$ cat config.mk
export PLATFORM = sky130hd
export DESIGN_NAME = tcc_timer
export DESIGN_NICKNAME = d
export VERILOG_FILES = /design/src/include/tcc_pkg.sv /design/src/design/tcc_prescaler.sv /design/src/design/tcc_timer.sv
export VERILOG_INCLUDE_DIRS = /design/src /design/src/include
export SDC_FILE = /design/constraint.sdc
export NUM_CORES = 1
export LEC_CHECK = 0
export BUFFER_PORTS_ARGS = -buffer_cell sky130_fd_sc_hd__buf_2
export CAP_MARGIN = 20
export CORE_MARGIN = 3
export CORE_UTILIZATION = 45
export DETAILED_ROUTE_END_ITERATION = 10
export MAX_ROUTING_LAYER = met4
export SYNTH_ARGS = -nofsm -noshare
export SYNTH_HDL_FRONTEND = slang
export SYNTH_SLANG_ARGS = --single-unit
export TNS_END_PERCENT = 50
$ cat constraint.sdc
create_clock -name clock -period 3.6 [get_ports clock]
set_input_delay 0.54 -clock clock [delete_from_list [all_inputs] [get_ports clock]]
set_output_delay 0.54 -clock clock [all_outputs]
set_load 0.01 [all_outputs]
$ cat src/include/tcc_defines.svh
// Register locations, field positions, reset values and count limits
`ifndef TCC_DEFINES_SVH
`define TCC_DEFINES_SVH

// Location codes on the CPU select lines
`define TCC_ADDR_W 3
`define TCC_LOC_CNT_LO 3'h0
`define TCC_LOC_CNT_HI 3'h1
`define TCC_LOC_CTRL_A 3'h2
`define TCC_LOC_CTRL_B 3'h3
`define TCC_LOC_FLAGS 3'h4

// Field positions
`define TCC_WGM_LO_LSB 0
`define TCC_CS_LSB 0
`define TCC_WGM_HI_LSB 3
`define TCC_PRES_RST_BIT 7
`define TCC_TOV_BIT 0

// Reset values
`define TCC_CNT_RST 16'h0000
`define TCC_HOLD_RST 8'h00
`define TCC_CTRL_RST 8'h00

// Count limits
`define TCC_MAX 16'hFFFF
`define TCC_TOP_1 16'h00FF
`define TCC_TOP_2 16'h01FF
`define TCC_TOP_3 16'h03FF

// Prescaler tap widths: divide by 8, 64, 256, 1024
`define TCC_PRES_W 10
`define TCC_TAP0_BITS 3
`define TCC_TAP1_BITS 6
`define TCC_TAP2_BITS 8
`define TCC_TAP3_BITS 10

`endif

$ cat src/include/tcc_pkg.sv
// Types shared by the timer counter and its prescaler
package tcc_pkg;

   // Tick source selection codes
   typedef enum logic [2:0] {
      TCC_CS_STOP = 3'h0,
      TCC_CS_SYS = 3'h1,
      TCC_CS_DIV8 = 3'h2,
      TCC_CS_DIV64 = 3'h3,
      TCC_CS_DIV256 = 3'h4,
      TCC_CS_DIV1024 = 3'h5,
      TCC_CS_EXT_FALL = 3'h6,
      TCC_CS_EXT_RISE = 3'h7
   } tcc_src_t;

   // Count direction for dual-slope sequences
   typedef enum logic [0:0] {
      TCC_DIR_UP = 1'h0,
      TCC_DIR_DOWN = 1'h1
   } tcc_dir_t;

endpackage

$ cat src/design/tcc_prescaler.sv
// Free-running shared prescaler with four tap strobes
`timescale 1ns/1ps
`include "tcc_defines.svh"

module tcc_prescaler
   import tcc_pkg::*;
#(
   parameter int WIDTH = `TCC_PRES_W
) (
   input wire logic clock,
   input wire logic rst,
   input wire logic restart,
   output logic [3:0] tapPulse
);

   localparam int TAP_BITS [0:3] = '{`TCC_TAP0_BITS, `TCC_TAP1_BITS,
      `TCC_TAP2_BITS, `TCC_TAP3_BITS};

   logic [WIDTH-1:0] divCount_reg;

   // Runs whatever the source select holds; restart realigns all taps
   always_ff @(posedge clock) begin
      if (rst || restart) begin
         divCount_reg <= '0;
      end else begin
         divCount_reg <= divCount_reg + 1'b1;
      end
   end

   // A tap fires on the last cycle of its period
   genvar g;
   generate
      for (g = 0; g < 4; g++) begin : gTap
         assign tapPulse[g] = &divCount_reg[TAP_BITS[g]-1:0];
      end
   endgenerate

endmodule // tcc_prescaler

$ cat src/design/tcc_timer.sv
// Sixteen-bit timer counter with clock selection and byte access
//
// Notes on behaviour
// - Select 0x1 ticks the counter on every system clock.
// - Selects 2 to 5 tick from prescaler taps 8, 64, 256, 1024.
// - Prescaler runs freely whatever the select, shared by attached timers.
// - First prescaled count comes 1 to N clocks after enabling.
// - Prescaler reset restarts the period for every attached timer.
// - External pin passes a clocked synchronizer before edge detection.
// - Select 0x7 ticks on rising pin edges, 0x6 on falling.
// - Counter follows a pin edge by 2 to 3 clocks.
// - External ticks bypass the prescaler; no division applied.
// - Counter steps by one up or down; clear zeroes all bits.
// - Counter signals reaching top and reaching zero.
// - High byte goes via holding register; low byte access moves it.
// - Counter changes only on ticks, as the mode selects, or on CPU writes.
// - Select 0x0 stops counting; CPU access still works.
// - A CPU counter write beats a same-cycle clear or count.
// - Four-bit mode: upper bits in control B, lower in control A.
// - Overflow flag set per mode and offered as an interrupt request.
// - Holding register keeps its value across low-byte writes.
// - One holding register serves every sixteen-bit register.
`timescale 1ns/1ps
`include "tcc_defines.svh"

module tcc_timer
   import tcc_pkg::*;
#(
   parameter int CNT_W = 16
) (
   input wire logic clock,
   input wire logic rst,
   input wire logic [`TCC_ADDR_W-1:0] cpuSel,
   input wire logic cpuWe,
   input wire logic cpuRe,
   input wire logic [7:0] cpuWdata,
   input wire logic extCountPin,
   output logic [7:0] cpuRdata,
   output logic [CNT_W-1:0] countValue,
   output logic reachedTop,
   output logic reachedBottom,
   output logic overflowIrq
);

   logic [CNT_W-1:0] count_reg;
   logic [CNT_W-1:0] count_next;
   logic [7:0] hold_reg;
   logic [7:0] rdata_reg;
   logic [2:0] srcSel_reg;
   logic [3:0] mode_reg;
   logic ovFlag_reg;
   logic topHit_reg;
   logic botHit_reg;
   tcc_dir_t dir_reg;
   tcc_dir_t dir_next;
   logic pinMeta_reg;
   logic pinSync_reg;
   logic pinPrev_reg;
   logic presRestart;
   logic [3:0] tapPulse;
   logic extRise;
   logic extFall;
   logic tick;
   logic cntLoWr;
   logic cntLoRd;
   logic ovEvent;
   logic dualSlope;
   logic [CNT_W-1:0] topVal;
   tcc_src_t srcSel;

   assign srcSel = tcc_src_t'(srcSel_reg);

   // Access decode for the counter byte locations
   assign cntLoWr = cpuWe && (cpuSel == `TCC_LOC_CNT_LO);
   assign cntLoRd = cpuRe && (cpuSel == `TCC_LOC_CNT_LO);

   // Prescaler restart is a self-clearing strobe in control B
   assign presRestart = cpuWe && (cpuSel == `TCC_LOC_CTRL_B) &&
      cpuWdata[`TCC_PRES_RST_BIT];

   // Shared divider, never gated by the source select
   tcc_prescaler #(
      .WIDTH(`TCC_PRES_W)
   ) uPrescaler (
      .clock(clock),
      .rst(rst),
      .restart(presRestart),
      .tapPulse(tapPulse)
   );

   // Two flops tame metastability; the third keeps the old level
   always_ff @(posedge clock) begin
      if (rst) begin
         pinMeta_reg <= 1'b0;
         pinSync_reg <= 1'b0;
         pinPrev_reg <= 1'b0;
      end else begin
         pinMeta_reg <= extCountPin;
         pinSync_reg <= pinMeta_reg;
         pinPrev_reg <= pinSync_reg;
      end
   end

   // Sampling needs each pin half period above one clock
   assign extRise = pinSync_reg && !pinPrev_reg;
   assign extFall = !pinSync_reg && pinPrev_reg;

   // Tick source mux; pin edges feed straight in, undivided
   always_comb begin
      case (srcSel)
         TCC_CS_STOP: tick = 1'b0;
         TCC_CS_SYS: tick = 1'b1;
         TCC_CS_DIV8: tick = tapPulse[0];
         TCC_CS_DIV64: tick = tapPulse[1];
         TCC_CS_DIV256: tick = tapPulse[2];
         TCC_CS_DIV1024: tick = tapPulse[3];
         TCC_CS_EXT_FALL: tick = extFall;
         TCC_CS_EXT_RISE: tick = extRise;
         default: tick = 1'b0;
      endcase
   end

   // Mode decode: low bits pick a fixed top, mode 1..3 are dual slope
   always_comb begin
      case (mode_reg[1:0])
         2'h1: topVal = `TCC_TOP_1;
         2'h2: topVal = `TCC_TOP_2;
         2'h3: topVal = `TCC_TOP_3;
         default: topVal = `TCC_MAX;
      endcase
      dualSlope = (mode_reg[3:2] == 2'h0) && (mode_reg[1:0] != 2'h0);
   end

   // Next count on a tick; single slope clears at top, dual turns
   always_comb begin
      count_next = count_reg;
      dir_next = dir_reg;
      ovEvent = 1'b0;
      if (tick) begin
         if (dualSlope) begin
            if (dir_reg == TCC_DIR_UP) begin
               if (count_reg >= topVal) begin
                  dir_next = TCC_DIR_DOWN;
                  count_next = count_reg - 1'b1;
               end else begin
                  count_next = count_reg + 1'b1;
               end
            end else begin
               if (count_reg == '0) begin
                  dir_next = TCC_DIR_UP;
                  count_next = count_reg + 1'b1;
                  ovEvent = 1'b1;
               end else begin
                  count_next = count_reg - 1'b1;
               end
            end
         end else begin
            if (count_reg == topVal) begin
               count_next = '0;
               ovEvent = 1'b1;
            end else begin
               count_next = count_reg + 1'b1;
            end
         end
      end
   end

   // Counter register; a CPU write overrides any tick in that cycle
   always_ff @(posedge clock) begin
      if (rst) begin
         count_reg <= `TCC_CNT_RST;
         dir_reg <= TCC_DIR_UP;
      end else if (cntLoWr) begin
         count_reg <= {hold_reg, cpuWdata};
         dir_reg <= dir_reg;
      end else begin
         count_reg <= count_next;
         dir_reg <= dir_next;
      end
   end

   // Holding register shared by all byte-pair registers of the timer;
   // byte order is up to software, so a mixed order reads garbage
   always_ff @(posedge clock) begin
      if (rst) begin
         hold_reg <= `TCC_HOLD_RST;
      end else if (cpuWe && (cpuSel == `TCC_LOC_CNT_HI)) begin
         hold_reg <= cpuWdata;
      end else if (cntLoRd) begin
         hold_reg <= count_reg[15:8];
      end
   end

   // Control registers
   always_ff @(posedge clock) begin
      if (rst) begin
         srcSel_reg <= 3'h0;
         mode_reg <= 4'h0;
      end else if (cpuWe && (cpuSel == `TCC_LOC_CTRL_A)) begin
         mode_reg[1:0] <= cpuWdata[`TCC_WGM_LO_LSB +: 2];
      end else if (cpuWe && (cpuSel == `TCC_LOC_CTRL_B)) begin
         srcSel_reg <= cpuWdata[`TCC_CS_LSB +: 3];
         mode_reg[3:2] <= cpuWdata[`TCC_WGM_HI_LSB +: 2];
      end
   end

   // Overflow flag: writing one clears it, but a new event wins
   always_ff @(posedge clock) begin
      if (rst) begin
         ovFlag_reg <= 1'b0;
      end else if (ovEvent) begin
         ovFlag_reg <= 1'b1;
      end else if (cpuWe && (cpuSel == `TCC_LOC_FLAGS) &&
                   cpuWdata[`TCC_TOV_BIT]) begin
         ovFlag_reg <= 1'b0;
      end
   end

   // Top and bottom indications, registered from the live count
   always_ff @(posedge clock) begin
      if (rst) begin
         topHit_reg <= 1'b0;
         botHit_reg <= 1'b0;
      end else begin
         topHit_reg <= (count_reg == topVal);
         botHit_reg <= (count_reg == '0);
      end
   end

   // Read data; high byte returns the holding register, not the count
   always_ff @(posedge clock) begin
      if (rst) begin
         rdata_reg <= 8'h00;
      end else if (cpuRe) begin
         case (cpuSel)
            `TCC_LOC_CNT_LO: rdata_reg <= count_reg[7:0];
            `TCC_LOC_CNT_HI: rdata_reg <= hold_reg;
            `TCC_LOC_CTRL_A: rdata_reg <= {6'h00, mode_reg[1:0]};
            `TCC_LOC_CTRL_B:
               rdata_reg <= {3'h0, mode_reg[3:2], srcSel_reg};
            `TCC_LOC_FLAGS: rdata_reg <= {7'h00, ovFlag_reg};
            default: rdata_reg <= 8'h00;
         endcase
      end
   end

   assign cpuRdata = rdata_reg;
   assign countValue = count_reg;
   assign reachedTop = topHit_reg;
   assign reachedBottom = botHit_reg;
   assign overflowIrq = ovFlag_reg;
endmodule // tcc_timer

==> flow_summary_export.csv <==
group,metric,value,unit
floorplan,initial_core_util,47.85,%
cts,clk-insertion-delay-late,0.32,ns
yosys,ys.flop_type,"dfxtp_1",
cts,clockBufferDepth,2,
sta,worst_slew_pin_slew,1.030,ns
pwr,p_leak,1.694,nW
floorplan,die_area,9613,um2
pwr,intPower,847.3,uW
sta,slew_violations,0,
layout,area_growth,9.616,%
floorplan,rows,32,
yosys,synth-xor-area-share,5.284,%
worst_setup_path,path_max_fanout,12,
place,dp_hpwl,8.535,mm
worst_setup_path,cp_slowest_cell,"or4_1",
pwr,finalPower,1.219,mW
cts,numCtsBuffers,5,
yosys,yosys.cell_types.count,59,
yosys,synth_cells,479,
worst_setup_path,cp.arrival,3.48,ns
pwr,power_frac_clock,31.8,%
route,via_count,3760,
place,place_congestion,0.9654,
layout,drive_above_1_share,16.77,%
route,vias_per_cell,6.235,
sta,skew,0.005372,ns
cts,cts_num_sinks,56,
pwr,p_per_area,291.6,nW/um2
pwr,max-vdd-ir-drop,0.0001889,V
worst_setup_path,end_kind,"flop",
sta,tns,0,ns
floorplan,die_h,98.05,um
cts,cts_tree,"done",
cts,cts_resized,0,
cts,post_cts_buffers,0,
yosys,yosysWarningCount,0,
route,drt_wl_total,11.65,mm
route,drt_iter0_markers,268,
global_route,grt_pass1_wl,18.51,mm
route,drt.antenna.violating_nets,0,
yosys,ys_top_cells_by_count,"dfxtp_1, nor2_1, clkbuf_1, nand2_1, nand3_1",
place,placed_cells,595,
sta,layout_setup_ws,0.3877,ns
sta,fmax,0.3113,GHz
yosys,netlist_area,3812,um2
sta,fin_crit,3.212,ns
pwr,p_sw_share,30.48,%
pwr,pwr-share-comb,14.2,%
pwr,p_sw,371.5,uW
yosys,ys_ff_latch,56,
yosys,yosysSeqAreaShare,29.41,%
place,pre_cts_ws,0.4706,ns
route,first_pass_iters,4,
flow_run,cap_viol_max_count,0,
yosys,syn_avg_cell_area,7.959,um2
floorplan,fp.dieW,98.05,um
min_path,hp-class,"primary input to flop",
worst_setup_path,path_cells,"inv_1 -> ha_1 -> inv_1 -> ha_1 -> nand4_1 -> or4_1 -> o211ai_1 -> a21oi_1 -> or4b_1 -> nand4b_1",
global_route,grt.overflow.total,0,
cts,path_clk_slew,0.11,ns
layout,largest_reg_flops,16,
yosys,ys_async_sr_fraction,0,%
global_route,grt_start_max_net_pins,50,
worst_setup_path,worstPathRequired,3.87,ns
worst_setup_path,critPathKind,"flop to flop",
run_status,outcome,"finished clean",
worst_setup_path,worst_path_largest_cell_delay,0.61,ns
pwr,sequentialPowerShare,54.0,%
global_route,grt_pass1_vias,3515,
place,io_buffers,42,
layout,antenna_cells,0,
layout,nNetsFinal,531,
sta,finalHoldViolCount,0,
worst_setup_path,worst_setup_path_start_kind,"flop",
sta,slew_headroom,31.01,%
yosys,yosys.area_share.simple,27.50,%
floorplan,top_level_ports,43,
route,wl_per_cell,19.33,um
yosys,yosys.area.top_type,"dfxtp_1",
worst_setup_path,path_buf_inv,2,
sta,setup_viol,0,
global_route,grt_usage,24.49,%
floorplan,core-area,7968,um2
yosys,synth_edf_count,0,
sta,hold_ws,0.4189,ns
layout,fill_cells,793,
yosys,synth_top_family_by_area,"simple AND/OR/NAND/NOR gates",
place,postPlaceCellArea,4085,um2
route,drc,0,
cts,postCtsHoldBufs,0,
layout,fin_util,52.45,%
sta,finalCritPeriodShare,89.23,%
yosys,synth_mux_area_share,8.139,%
layout,final_cells,603,
worst_setup_path,crit_family,"simple AND/OR/NAND/NOR gates",
yosys,synthAdderAreaFrac,4.923,%
yosys,synth.most_common_cell,"dfxtp_1",
global_route,antenna_found_initial,0,
yosys,synthesis.nets,510,
yosys,synth.area.top_cells,"dfxtp_1, mux2i_1, nor2_1",
yosys,synth_top_area_share,29.41,%
sta,rsz0062_at_grt,"false",
cts,root_buffer,"clkbuf_8",
cts,htreeDepth,2,
layout,finalInstanceArea,4179,um2
yosys,synth_compound_area_share,18.97,%
## layer usage
layer / wire length [um] / up-vias / GRT usage, %
met1: 5487 / 1790 / 34.49
met5: 0 / - / -
met2: 5191 / 149 / 36.86
met3: 749 / 21 / 3.714
li1: - / 1800 / -
met4: 225 / 0 / 5.964
## cell type report
class                      instances  area (um2)  area share, %
sequential                        56        1121          26.83
tap                              102       127.6          3.054
multi-input combinational        371        2484          59.43
inverter                          10       37.54         0.8982
clock inverter                     3       25.02         0.5988
timing repair buffer              56       315.3          7.545
clock buffer                       5       68.82          1.647
## power groups by stage
stage	combinational, mW	sequential [mW]	clock, mW
3_5_place_dp	0.172	0.671	0
5_1_grt	0.191	0.661	0.416
4_1_cts	0.173	0.657	0.395
6_report	0.173	0.658	0.388
3_3_place_gp	0.171	0.670	0
2_1_floorplan	0.125	0.664	0
## cells in the final DEF (no fill, tap or decap), types with 3 or more instances in the layout
| master | instances |
|---|---|
| o2111ai_1 | 4 |
| ha_1 | 15 |
| a211oi_1 | 10 |
| nor3_1 | 16 |
| a22oi_1 | 3 |
| clkbuf_8 | 5 |
| o21ai_0 | 19 |
| xnor2_1 | 11 |
| o211ai_1 | 15 |
| nand4_1 | 9 |
| buf_4 | 14 |
| and2_1 | 3 |
| a21oi_1 | 20 |
| and3_1 | 9 |
| nand2_1 | 29 |
| buf_2 | 42 |
| mux2i_1 | 22 |
| mux2_2 | 6 |
| a31oi_1 | 4 |
| xor2_1 | 12 |
| dfxtp_1 | 56 |
| nand3_1 | 24 |
| nand3b_1 | 3 |
| or3_1 | 7 |
| a21o_1 | 9 |
| nor2_1 | 53 |
| inv_1 | 10 |
| or4_1 | 10 |
| or2_2 | 3 |
| nor2b_1 | 5 |
| nand2b_1 | 7 |
| nor4_1 | 8 |
## worst paths after layout
path                            slack [ns]  cells past startpoint       endpoint   startpoint
worst max-delay path                  0.39                     10  countValue[8]  mode_reg[0]
worst max register to register        0.39                     10  countValue[8]  mode_reg[0]
worst min register to register        0.46                      1    pinSync_reg  pinMeta_reg
worst min-delay path                  0.42                      2    pinMeta_reg  extCountPin
## cell families after synthesis
logic type,count (synthesis)
adders and majority gates,15
and+or+nand+nor,198
DFF,56
buffers and inverters,52
AOI/OAI and AO/OA,106
muxes,29
xor gates and xnor gates,23
Power figures use the tool's default switching activity.
